File: src/core/cmlf_pkg.sv
// How it works
// [RULE_01] One 16-byte fill buffer holds last line
// [RULE_02] Enabled cacheable miss outside SRAM starts external fetch
// [RULE_03] Data misses always fetch a full line
// [RULE_04] Select 00: longword only at offset 11
// [RULE_05] Select 01: longword at offsets 10, 11
// [RULE_06] Select 1X: instruction misses fetch full line
// [RULE_07] Line fetch starts at critical longword
// [RULE_08] Remaining longwords follow, wrapping modulo 16
// [RULE_09] Buffer load sets most-recently-used flag
// [RULE_10] Access to matching array index clears flag
// [RULE_11] Next miss writes full, newer buffer back
// [RULE_12] Odd word branch gives word-sized fetch
// [RULE_13] Burst bit: noncacheable fills buffer, never array (code: instruction fetches only)
// [RULE_14] Cache off: word or longword fetches only
// [RULE_15] Burst bit clear: noncacheable bypasses buffer
// [RULE_16] SRAM hits override cache, never cached
// [RULE_17] Software may prefer select 00 or 01
// [RULE_18] Reset clears control, disables cache
// [RULE_19] Fill buffer tracks valid per longword
package cmlf_pkg;

  localparam int unsigned ADDR_W      = 32;
  localparam int unsigned DATA_W      = 32;
  localparam int unsigned LW_PER_LINE = 4;
  localparam int unsigned REG_ADDR_W  = 4;

  // Register offsets
  localparam logic [REG_ADDR_W-1:0] OFS_CTRL   = 4'h0;
  localparam logic [REG_ADDR_W-1:0] OFS_STATUS = 4'h4;

  // Control register fields
  localparam int unsigned CTRL_ON_BIT    = 31;
  localparam int unsigned CTRL_BURST_BIT = 10;
  localparam int unsigned CTRL_FILL_LO   = 0;
  localparam int unsigned CTRL_SPLIT_BIT = 4;
  localparam logic [DATA_W-1:0] CTRL_RESET = 32'h0000_0000;
  localparam logic [DATA_W-1:0] CTRL_MASK  = 32'h8000_0413;

  // Status register fields
  localparam int unsigned STAT_MRU_BIT  = 0;
  localparam int unsigned STAT_VLD_LO   = 4;
  localparam int unsigned STAT_BUSY_BIT = 8;
  localparam int unsigned STAT_NC_BIT   = 9;

  typedef enum logic [1:0] {
    CMLF_SZ_WORD,
    CMLF_SZ_LONG,
    CMLF_SZ_LINE
  } cmlf_size_e;

  typedef struct packed {
    logic                 valid;
    logic [ADDR_W-1:0]    addr;
    logic                 instr;
    logic                 cacheable;
    logic                 word;
  } cmlf_req_s;

  typedef struct packed {
    logic                 valid;
    logic [ADDR_W-1:0]    addr;
    cmlf_size_e           size;
  } cmlf_ext_s;

  typedef struct packed {
    logic                 valid;
    logic [6:0]           index;
    logic [ADDR_W-1:5]    tag_hi;
    logic [ADDR_W-1:0]    line_addr;
    logic [4*DATA_W-1:0]  line;
  } cmlf_wb_s;

endpackage : cmlf_pkg

File: src/core/cmlf_fill_buf.sv
`timescale 1ns/1ns
`default_nettype none
module cmlf_fill_buf
  import cmlf_pkg::*;
(
  // Clock and reset
  input  wire logic                      sys_clk,
  input  wire logic                      rst_b,
  // Control
  input  wire logic                      clear,
  input  wire logic                      load,
  input  wire logic [cmlf_pkg::ADDR_W-1:0] load_addr,
  input  wire logic [1:0]                word_sel,
  input  wire logic [cmlf_pkg::DATA_W-1:0] word_data,
  // Lookup
  input  wire logic [cmlf_pkg::ADDR_W-1:0] look_addr,
  output logic                           look_hit,
  output logic [cmlf_pkg::DATA_W-1:0]    look_data,
  // Contents
  output logic [cmlf_pkg::ADDR_W-1:0]    line_addr,
  output logic [cmlf_pkg::LW_PER_LINE-1:0] word_valid,
  output logic [4*cmlf_pkg::DATA_W-1:0]  line_data
);
  import cmlf_pkg::*;

  logic [DATA_W-1:0] mem [LW_PER_LINE];

  always_ff @(posedge sys_clk or negedge rst_b) begin
    if (!rst_b) begin
      line_addr <= '0;
    end else if (clear) begin
      line_addr <= {load_addr[ADDR_W-1:4], 4'h0};
    end
  end

  always_ff @(posedge sys_clk or negedge rst_b) begin
    if (!rst_b) begin
      word_valid <= '0;
    end else if (clear) begin
      word_valid <= '0;
    end else if (load) begin
      word_valid[word_sel] <= 1'b1; // see [RULE_19]
    end
  end

  always_ff @(posedge sys_clk) begin
    if (load) begin
      mem[word_sel] <= word_data; // see [RULE_01]
    end
  end

  always_comb begin
    look_hit  = (look_addr[ADDR_W-1:4] == line_addr[ADDR_W-1:4]) && word_valid[look_addr[3:2]];
    look_data = mem[look_addr[3:2]];
    line_data = {mem[3], mem[2], mem[1], mem[0]};
  end

endmodule : cmlf_fill_buf
`default_nettype wire

File: src/core/cmlf_miss_fill.sv
// The implementer's own choices: the address-and-strobe port and the register addresses.
`timescale 1ns/1ns
`default_nettype none
module cmlf_miss_fill
  import cmlf_pkg::*;
(
  // Clock and reset
  input  wire logic                        sys_clk,
  input  wire logic                        rst_b,
  // Register port
  input  wire logic [cmlf_pkg::REG_ADDR_W-1:0] reg_addr,
  input  wire logic [cmlf_pkg::DATA_W-1:0] reg_wdata,
  input  wire logic                        reg_wr,
  input  wire logic                        reg_rd,
  output logic [cmlf_pkg::DATA_W-1:0]      reg_rdata,
  // Core request
  input  wire cmlf_pkg::cmlf_req_s         req,
  input  wire logic                        tag_hit,
  input  wire logic [cmlf_pkg::DATA_W-1:0] array_data,
  input  wire logic                        sram_hit,
  input  wire logic [cmlf_pkg::DATA_W-1:0] sram_data,
  output logic                             req_ready,
  output logic                             rsp_valid,
  output logic [cmlf_pkg::DATA_W-1:0]      rsp_data,
  // External fetch
  output cmlf_pkg::cmlf_ext_s              ext_req,
  input  wire logic                        ext_ack,
  input  wire logic                        ext_dvalid,
  input  wire logic [cmlf_pkg::DATA_W-1:0] ext_data,
  // Array write
  output cmlf_pkg::cmlf_wb_s               array_wr
);
  import cmlf_pkg::*;

  typedef enum logic [1:0] {
    CMLF_IDLE,
    CMLF_ISSUE,
    CMLF_FILL
  } cmlf_state_e;

  //////////////////////////////////////////////////////////////////////////////
  // Functions

  function automatic cmlf_size_e fill_size(input logic instr, input logic [1:0] sel,
                                           input logic [1:0] ofs);
    cmlf_size_e s;
    s = CMLF_SZ_LINE;
    if (instr) begin
      if (sel == 2'b00 && ofs == 2'b11) begin
        s = CMLF_SZ_LONG; // see [RULE_04]
      end else if (sel == 2'b01 && ofs[1]) begin
        s = CMLF_SZ_LONG; // see [RULE_05]
      end
      // Upper select bit always keeps a line, see [RULE_06]
    end
    return s; // see [RULE_03]
  endfunction : fill_size

  function automatic logic [6:0] line_index(input logic [ADDR_W-1:0] a, input logic split);
    return split ? {1'b0, a[9:4]} : a[10:4];
  endfunction : line_index

  //////////////////////////////////////////////////////////////////////////////
  // Control register

  logic [DATA_W-1:0] cache_control_reg;
  logic              cache_on_bit;
  logic              noncache_instr_burst_bit;
  logic [1:0]        fill_size_select;
  logic              split_cfg;

  always_ff @(posedge sys_clk or negedge rst_b) begin
    if (!rst_b) begin
      cache_control_reg <= CTRL_RESET; // see [RULE_18]
    end else if (reg_wr && reg_addr == OFS_CTRL) begin
      cache_control_reg <= reg_wdata & CTRL_MASK;
    end
  end

  always_comb begin
    cache_on_bit             = cache_control_reg[CTRL_ON_BIT];
    noncache_instr_burst_bit = cache_control_reg[CTRL_BURST_BIT];
    fill_size_select         = cache_control_reg[CTRL_FILL_LO +: 2];
    split_cfg                = cache_control_reg[CTRL_SPLIT_BIT];
  end

  //////////////////////////////////////////////////////////////////////////////
  // Fill buffer

  cmlf_state_e        state;
  logic [1:0]         beat;
  logic [1:0]         start_ofs;
  logic [2:0]         beats_left;
  logic               mru;
  logic               buf_nc;
  logic               buf_clear;
  logic               buf_load;
  logic [ADDR_W-1:0]  miss_addr;
  logic               buf_hit;
  logic [DATA_W-1:0]  buf_data;
  logic [ADDR_W-1:0]  buf_addr;
  logic [LW_PER_LINE-1:0] buf_valid;
  logic [4*DATA_W-1:0] buf_line;

  cmlf_fill_buf u_buf (
    .sys_clk    (sys_clk),
    .rst_b      (rst_b),
    .clear      (buf_clear),
    .load       (buf_load),
    .load_addr  (miss_addr),
    .word_sel   (beat),
    .word_data  (ext_data),
    .look_addr  (req.addr),
    .look_hit   (buf_hit),
    .look_data  (buf_data),
    .line_addr  (buf_addr),
    .word_valid (buf_valid),
    .line_data  (buf_line)
  );

  //////////////////////////////////////////////////////////////////////////////
  // Request classification

  logic take;
  logic use_cache;
  logic use_buf;
  logic hit_now;
  logic miss;
  logic single;
  logic next_nc;
  cmlf_size_e next_size;

  always_comb begin
    take      = req.valid && state == CMLF_IDLE;
    // Cache path for cacheable, or for burst noncacheable instructions
    use_cache = cache_on_bit && !sram_hit &&
                (req.cacheable || (req.instr && noncache_instr_burst_bit)); // see [RULE_13]
    use_buf   = use_cache;
    hit_now   = use_buf && (buf_hit || (req.cacheable && tag_hit));
    miss      = take && use_cache && !hit_now; // see [RULE_02]
    single    = take && !sram_hit && !use_cache; // see [RULE_14] [RULE_15]
    next_nc   = !req.cacheable;
    next_size = fill_size(req.instr, fill_size_select, req.addr[3:2]);
    req_ready = state == CMLF_IDLE;
  end

  //////////////////////////////////////////////////////////////////////////////
  // Miss state machine

  logic bypass;

  always_ff @(posedge sys_clk or negedge rst_b) begin
    if (!rst_b) begin
      state      <= CMLF_IDLE;
      miss_addr  <= '0;
      start_ofs  <= '0;
      beats_left <= '0;
      bypass     <= 1'b0;
      buf_nc     <= 1'b0;
      ext_req    <= '0;
    end else begin
      unique case (state)
        CMLF_IDLE: begin
          if (miss || single) begin
            state         <= CMLF_ISSUE;
            miss_addr     <= req.addr;
            start_ofs     <= req.addr[3:2]; // see [RULE_07]
            bypass        <= single;
            ext_req.valid <= 1'b1;
            if (single) begin
              beats_left   <= 3'd1;
              // Odd word branch fetches one word, see [RULE_12]
              ext_req.size <= req.word ? CMLF_SZ_WORD : CMLF_SZ_LONG;
              ext_req.addr <= req.addr;
            end else begin
              buf_nc       <= next_nc;
              ext_req.size <= next_size;
              beats_left   <= (next_size == CMLF_SZ_LINE) ? 3'd4 : 3'd1;
              ext_req.addr <= {req.addr[ADDR_W-1:2], 2'b00};
            end
          end
        end
        CMLF_ISSUE: begin
          if (ext_ack) begin
            ext_req.valid <= 1'b0;
            state         <= CMLF_FILL;
          end
        end
        CMLF_FILL: begin
          if (ext_dvalid) begin
            beats_left <= beats_left - 3'd1;
            if (beats_left == 3'd1) begin
              state <= CMLF_IDLE;
            end
          end
        end
        default: state <= CMLF_IDLE;
      endcase
    end
  end

  // Beat order wraps modulo 16 from the critical longword
  always_ff @(posedge sys_clk or negedge rst_b) begin
    if (!rst_b) begin
      beat <= '0;
    end else if (state == CMLF_IDLE) begin
      beat <= req.addr[3:2];
    end else if (state == CMLF_FILL && ext_dvalid) begin
      beat <= beat + 2'd1; // see [RULE_08]
    end
  end

  always_comb begin
    // The old line leaves on the miss edge, so the buffer is cleared one cycle later
    buf_clear = state == CMLF_ISSUE && !bypass; // see [RULE_15]
    buf_load  = state == CMLF_FILL && ext_dvalid && !bypass; // see [RULE_01]
  end

  //////////////////////////////////////////////////////////////////////////////
  // Most-recently-used tracking

  logic idx_touch;

  always_comb begin
    idx_touch = take && use_cache && req.cacheable && tag_hit && !buf_hit &&
                line_index(req.addr, split_cfg) == line_index(buf_addr, split_cfg);
  end

  always_ff @(posedge sys_clk or negedge rst_b) begin
    if (!rst_b) begin
      mru <= 1'b0;
    end else if (miss) begin
      mru <= 1'b1; // see [RULE_09]
    end else if (idx_touch) begin
      mru <= 1'b0; // see [RULE_10]
    end
  end

  // Write back of the previous line on the next miss
  always_ff @(posedge sys_clk or negedge rst_b) begin
    if (!rst_b) begin
      array_wr <= '0;
    end else begin
      array_wr.valid <= miss && mru && (&buf_valid) && !buf_nc; // see [RULE_11] [RULE_13]
      array_wr.index     <= line_index(buf_addr, split_cfg);
      array_wr.tag_hi    <= buf_addr[ADDR_W-1:5];
      array_wr.line_addr <= buf_addr;
      array_wr.line      <= buf_line;
    end
  end

  //////////////////////////////////////////////////////////////////////////////
  // Response

  always_ff @(posedge sys_clk or negedge rst_b) begin
    if (!rst_b) begin
      rsp_valid <= 1'b0;
      rsp_data  <= '0;
    end else if (take && sram_hit) begin
      rsp_valid <= 1'b1;
      rsp_data  <= sram_data; // see [RULE_16]
    end else if (take && hit_now) begin
      rsp_valid <= 1'b1;
      rsp_data  <= buf_hit ? buf_data : array_data;
    end else if (state == CMLF_FILL && ext_dvalid &&
                 (bypass || beat == start_ofs)) begin
      rsp_valid <= 1'b1;
      rsp_data  <= ext_data;
    end else begin
      rsp_valid <= 1'b0;
    end
  end

  //////////////////////////////////////////////////////////////////////////////
  // Register read

  always_ff @(posedge sys_clk or negedge rst_b) begin
    if (!rst_b) begin
      reg_rdata <= '0;
    end else if (reg_rd) begin
      unique case (reg_addr)
        OFS_CTRL:   reg_rdata <= cache_control_reg;
        OFS_STATUS: begin
          reg_rdata                             <= '0;
          reg_rdata[STAT_MRU_BIT]               <= mru;
          reg_rdata[STAT_VLD_LO +: LW_PER_LINE] <= buf_valid;
          reg_rdata[STAT_BUSY_BIT]              <= state != CMLF_IDLE;
          reg_rdata[STAT_NC_BIT]                <= buf_nc;
        end
        default:    reg_rdata <= '0;
      endcase
    end else begin
      reg_rdata <= '0;
    end
  end

endmodule : cmlf_miss_fill
`default_nettype wire

File: config.mk
export PLATFORM = sky130hd
export DESIGN_NAME = cmlf_miss_fill
export DESIGN_NICKNAME = d
export VERILOG_FILES = /design/src/core/cmlf_pkg.sv /design/src/core/cmlf_fill_buf.sv /design/src/core/cmlf_miss_fill.sv
export SDC_FILE = /design/constraint.sdc
export NUM_CORES = 1
export LEC_CHECK = 0
export BUFFER_PORTS_ARGS = -buffer_cell sky130_fd_sc_hd__buf_2
export CAP_MARGIN = 20
export CORE_AREA = 2 2 182 184
export CTS_CLUSTER_DIAMETER = 80
export DETAILED_ROUTE_END_ITERATION = 8
export DIE_AREA = 0 0 184 186
export PLACE_DENSITY = 0.77
export SLEW_MARGIN = 20
export SYNTH_ARGS = -nofsm -noshare
export SYNTH_HDL_FRONTEND = slang
export SYNTH_SLANG_ARGS = --single-unit
File: constraint.sdc
create_clock -name sys_clk -period 6.9 [get_ports sys_clk]
set_input_delay 0.345 -clock sys_clk [delete_from_list [all_inputs] [get_ports sys_clk]]
set_output_delay 0.345 -clock sys_clk [all_outputs]
set_load 0.01 [all_outputs]
# == Yosys cells after proc, flatten, opt, wreduce, memory -nomap -nowiden ==
# Memory sizes are Yosys's and may differ from the RTL's. A register that Yosys moved wholly into a read port is not among the register bits.
# Cells that the tools add are included.
# word_totals
register_bits,244
latchBits,0
ram_bits,128
mem_bits_ro,0
in_bits,176
n_memories,1
# classes
addsub,2
multipliers,0
div,0
n_lt_le_gt_ge,3
eq_ne,14
shifts,0
n_mux,41
n_bitwise,2
reduce_logical,59
# memory_table
name,depth,word_bits,rd,rd_ports_with_merged_regs,wr,line_no,source
u_buf.mem,4,32,5,4,1,cmlf_fill_buf.sv:26,logic [DATA_W-1:0] mem [LW_PER_LINE];
# ops
operator,count
$mux W32,5
$pmux W32 S2,1
$mux W35,1
$eq A28 B28 Y1,1
$logic_and A1 B1 Y1,28
$mux W2,9
$mux W7,2
$mux W3,4
$mux W4,3
$reduce_bool A2 Y1,6
$logic_not A1 Y1,11
$mux W1,11
$reduce_and A3 Y1,3
$reduce_and A4 Y1,2
$eq A7 B7 Y1,1
$eq A2 B2 Y1 const B,3
$lt A2 B3 Y1 const B,2
$ne A2 B2 Y1 const B,3
$pmux W2 S3,1
$pmux W3 S2,1
$eq A2 B1 Y1 const B,2
$eq A4 B3 Y1 const B,1
$logic_not A2 Y1,2
$logic_not A4 Y1,1
other kinds (14),17

# == Logic depth before layout (Yosys ltp) ==
# logic_depth
word_depth,10
ltp_mapped,10

# == Hierarchy ==
# A second synthesis with hierarchy kept.
# unflattened
hier_cells,972
hier_area_um2,15726.3
# by_module_without_submodules
mod,instances,cells_each,area_per_inst_um2,seq_area_each_um2
cmlf_miss_fill,1,683,9535.4,6431.2
cmlf_fill_buf,1,289,6190.9,4644.5

# == Least setup slack after synthesis ==
# No wires, ideal clock.
# synth_path
kind,reg-to-reg
startpoint,register u_buf.line_addr[11] (netlist name)
endpoint,register ext_req[10] (netlist name)
setup_time_ns,0.125
arrival_time_ns,2.293
path_slack_ns,4.483
stages_incl_launch_ff,8
path_buffers,1
period_less_slack_ns,2.417
path_cell_list,dfrtp_1 > xnor2_1 > nand4_1 > or4_4 > o31a_1 > a21oi_4 > buf_4 > mux2_2
# synth_via
elab_chain_len,8
# synth_lines
item,line_no,source
start: declaration,cmlf_fill_buf.sv:20,"output logic [cmlf_pkg::ADDR_W-1:0] line_addr,"
start signal: assignment,cmlf_fill_buf.sv:32,"line_addr <= {load_addr[ADDR_W-1:4], 4'h0};"
$eq A28 B28 Y1,cmlf_fill_buf.sv:53,look_hit = (look_addr[ADDR_W-1:4] == line_addr[ADDR_W-1:4]) && word_valid[look_addr[3:2]];
$logic_and A1 B1 Y1,cmlf_fill_buf.sv:53,
$logic_or A1 B1 Y1,cmlf_miss_fill.sv:139,hit_now = use_buf && (buf_hit || (req.cacheable && tag_hit));
$logic_and A1 B1 Y1,cmlf_miss_fill.sv:139,
$logic_not A1 Y1,cmlf_miss_fill.sv:140,miss = take && use_cache && !hit_now;
$logic_and A1 B1 Y1,cmlf_miss_fill.sv:140,
$logic_or A1 B1 Y1,cmlf_miss_fill.sv:164,if (miss || single) begin
$reduce_and A2 Y1 (no source line),--,
end: declaration,cmlf_miss_fill.sv:26,"output cmlf_pkg::cmlf_ext_s ext_req,"
# No other way between the ends.
# A chain may end at the register's enable or synchronous reset.

# == Worst setup path in the final report ==
# layout_path
startpoint,register state[0]
endpoint,register rsp_data[27] (netlist name)
# layout_via
elab_chain_len,5
elab_cells_between_ends,10
cone_classes,eq/ne (1); mux (2); reduce/logical (7)
# layout_lines
item,line_no,source
start: declaration,cmlf_miss_fill.sv:90,cmlf_state_e state;
start signal: assignment,cmlf_miss_fill.sv:154,state <= CMLF_IDLE;
start signal: assignment,cmlf_miss_fill.sv:165,state <= CMLF_ISSUE;
start signal: assignment,cmlf_miss_fill.sv:186,state <= CMLF_FILL;
$logic_not A2 Y1,cmlf_miss_fill.sv:134,take = req.valid && state == CMLF_IDLE;
$logic_and A1 B1 Y1,cmlf_miss_fill.sv:134,
$logic_and A1 B1 Y1,cmlf_miss_fill.sv:262,end else if (take && hit_now) begin
$mux W32,cmlf_miss_fill.sv:262,
$mux W32,cmlf_miss_fill.sv:259,end else if (take && sram_hit) begin
end signal: assignment,cmlf_miss_fill.sv:261,rsp_data <= sram_data;
end signal: assignment,cmlf_miss_fill.sv:264,rsp_data <= buf_hit ? buf_data : array_data;
end signal: assignment,cmlf_miss_fill.sv:268,rsp_data <= ext_data;
end: declaration,cmlf_miss_fill.sv:24,"output logic [cmlf_pkg::DATA_W-1:0] rsp_data,"
# Several ways; a longest one is shown, not always the timed one.

==> flow_summary.json <==
{
  "synthArstFlopShare_pct": 68.9,
  "share_of_post_route_cells_with_drive_strength_above_1_pct": 43.4,
  "grt_max_degree": 91,
  "p_sw_share_pct": 29.4,
  "path_clk_slew_ps": 60,
  "worst_hold_path_type": "input pin to register",
  "place.detailed.hpwl_um": 28700,
  "criticalPathCategory": "register to register",
  "yosys_most_used_dff": "dfrtp_1",
  "largest_register_ff_count": 158,
  "timing.reg2reg.setup_slack_ps": 3260,
  "synth.avg_cell_area_sq_um": 15.8,
  "cts_tree": "built",
  "cts_setup_buffers": 0,
  "nFillCells": 2475,
  "postSynthCellCount": 982,
  "ys_warn_count": 0,
  "run_status": "completed",
  "layout.cells.non_filler": 1825,
  "routed_via_density": 5.45,
  "design.die.area_sq_um": 34200,
  "timing.rr.start": "state[0]",
  "cap_violations": 0,
  "drt_first_pass_iters": 5,
  "resize_count_post_cts": 0,
  "starting_density_of_the_core_pct": 48.2,
  "route.detailed.drc": 0,
  "worst-endpoint-arrival_ps": 4010,
  "most_frequent_cells_in_the_layout": "buf_2, dfrtp_1, edfxtp_1, mux2_2, clkbuf_16",
  "crit_required_ps": 7270,
  "vias": 9942,
  "flow.area_growth_from_synthesis_pct": 23.0,
  "chip_height_um": 186,
  "largest_register": "array_wr",
  "cp.buffers_inverters": 1,
  "power.sequential.fraction_pct": 46.1,
  "timing_max_transition_violations_final": 0,
  "rr_endpoint": "rsp_data[27]",
  "post-route-period-util_pct": 52.8,
  "critical_path_cell_count": 6,
  "root_buffer": "clkbuf_16",
  "groute.usage.overall_pct": 25.1,
  "static-leakage-power_uw": 0.00865,
  "grt_pass1_vias": 10200,
  "design.final.nets": 1560,
  "numPlacedInstances": 1740,
  "worstSkewPairLatency_ps": 520,
  "combinationalPowerShare_pct": 22.0,
  "post_drt_wl_per_cell_um": 23.6,
  "detail_route.iter0.violations": 638,
  "antenna_left": 0,
  "min_period_ps": 3640,
  "rr_worst_depth": 6,
  "ioPinCount": 472,
  "placementRows": 66,
  "clock_buffer_count_from_cts": 42,
  "cts-hold-fix-buffers": 1,
  "finalSetupTns_ps": 0,
  "max_slew_headroom_at_the_worst_pin_pct": 23.8,
  "route.final.wire_length_um": 43000,
  "rsz0062_at_grt": "no",
  "endpoint_kind": "register",
  "ys_seq_area_share_pct": 70.4,
  "max_stage_delay_ps": 910,
  "ir_drop_mv": 0.253,
  "timing.critical_path.fanout_max": 33,
  "internal_cell_power_uw": 4970,
  "power_per_cell_area_nw_per_um2": 368,
  "crit_family": "simple AND/OR/NAND/NOR gates",
  "clock_power_share_pct": 31.9,
  "synth_register_bits": 411,
  "max_freq_ghz": 0.274,
  "multiInputGateArea_sq_um": 3980,
  "globalRoute.totalOverflow": 0,
  "portBuffers": 418,
  "post-layout-total-power_uw": 7030,
  "htree_levels": 2,
  "gp_congestion": 0.860,
  "first_pass_grt_wire_length_um": 62900,
  "final_hold_viols": 0,
  "layout_top_registers": "array_wr x158, u_buf.mem x128, ext_req x35",
  "worst_margin_slew_ps": 1140,
  "start_kind": "register",
  "cts.path.max_buffers": 3,
  "fp.dieW_um": 184,
  "synth_edf_count": 128,
  "last_element_of_the_critical_path": "rsp_data[27]",
  "crit_start": "state[0]",
  "critPathSlowestCell": "and3_2",
  "cts_sinks": 411,
  "netSwitchingPower_uw": 2070,
  "synth_cell_type_count": 60,
  "layout.cells.most_common": "buf_2",
  "syn_area_sq_um": 15500,
  "number_of_antenna_violations_at_the_first_check_in_global_routing": 10,
  "fp.coreArea_sq_um": 32200,
  "finalSetupViolations": 0,
  "timing.critical_path.cells": "nor2_1, and3_2, or3_1, or2_1, buf_4, o221ai_1",
  "final.setup_skew_ps": 12.2,
  "area.sequential_sq_um": 10900
}
[cells in the mapped netlist, drive strengths merged, types with 5 or more instances]
| cell | n | area share (%) |
|---|---|---|
| dfrtp | 283 | 46 |
| edfxtp | 128 | 25 |
| mux2 | 77 | 5.8 |
| buf | 75 | 3.5 |
| nor2 | 34 | 0.84 |
| mux4 | 33 | 4.8 |
| clkbuf | 30 | 0.73 |
| nand2 | 29 | 0.70 |
| inv | 23 | 0.56 |
| o21ai | 23 | 0.74 |
| xnor2 | 23 | 1.3 |
| and3 | 21 | 0.85 |
| mux2i | 20 | 1.3 |
| a22oi | 18 | 0.87 |
| nor3 | 18 | 0.58 |
| o221ai | 18 | 1.0 |
| a21oi | 17 | 0.62 |
| a31oi | 15 | 0.60 |
| o21bai | 14 | 0.68 |
| and2 | 12 | 0.48 |
| xor2 | 8 | 0.45 |
| nand4 | 7 | 0.28 |
| ha | 6 | 0.48 |
| nand3 | 5 | 0.16 |
| nor2b | 5 | 0.20 |
[power groups by stage]
| stage | combinational, uW | sequential, uW | clock (uW) |
|---|---|---|---|
| detailed placement | 1550 | 3280 | 0 |
| finish | 1540 | 3240 | 2240 |
| global placement | 1520 | 3270 | 0 |
| floorplan | 862 | 3340 | 0 |
| global route | 1680 | 3300 | 2390 |
| CTS | 1560 | 3240 | 2290 |
[worst min path at each step]
stage	startpoint	slack, ps	cells after the start	end
2_1_floorplan	rst_b	50	0	array_wr[0]
3_3_place_gp	u_buf.mem[2][7]	350	0	array_wr[71]
3_5_place_dp	u_buf.mem[2][12]	360	0	array_wr[76]
4_1_cts	req[4]	20	2	ext_req[3]
5_1_grt	req[4]	30	2	ext_req[3]
6_report	req[4]	50	2	ext_req[3]
[kinds of logic after synthesis]
group                      count (synthesis)  synth area share, %
and+or+nand+nor                          155                 5.37
DFF                                      411                 70.4
muxes                                    130                 11.9
AOI/OAI and AO/OA                        120                 5.33
xor gates and xnor gates                  31                 1.75
other                                      1               0.0241
buffers and inverters                    128                 4.77
adders and majority gates                  6                0.483
[per-layer routing]
metal | GRT usage (%) | part of all wire, %
met3 | 5.97 | 8.0
met1 | 31.4 | 39
met4 | 10.2 | 3.3
met5 | 0 | 0.11
met2 | 42.4 | 50
[worst reg2reg max path, stage by stage, from the launching register on]
cell	delay [ps]
dfrtp_1	430
nor2_1	520
and3_2	920
or3_1	770
or2_1	200
buf_4	450
o221ai_1	230
[stage by stage]
stage                     utilization [%]  hold WS (ps)  setup WS [ps]  cell area (sq um)
after global placement               54.9           354           3320              17700
after detailed placement             54.9           356           3220              17700
after floorplan                         -          49.4           4480              15600
after global routing                 59.3          30.1           3120              19100
final                                59.3          52.3           3260              19100
after CTS                            59.2          21.8           3280              19100
[layout make-up]
| type | instances | area share, % |
|---|---|---|
| diodes | 6 | 0.0786 |
| clock buffers | 63 | 6.40 |
| clock inverters | 14 | 0.786 |
| inverters | 23 | 0.452 |
| multi-input cells | 468 | 20.8 |
| flip-flops and latches | 411 | 57.2 |
| well taps | 408 | 2.67 |
| repair buffers | 432 | 11.6 |
No activity file was read; power rests on OpenSTA's default activity.
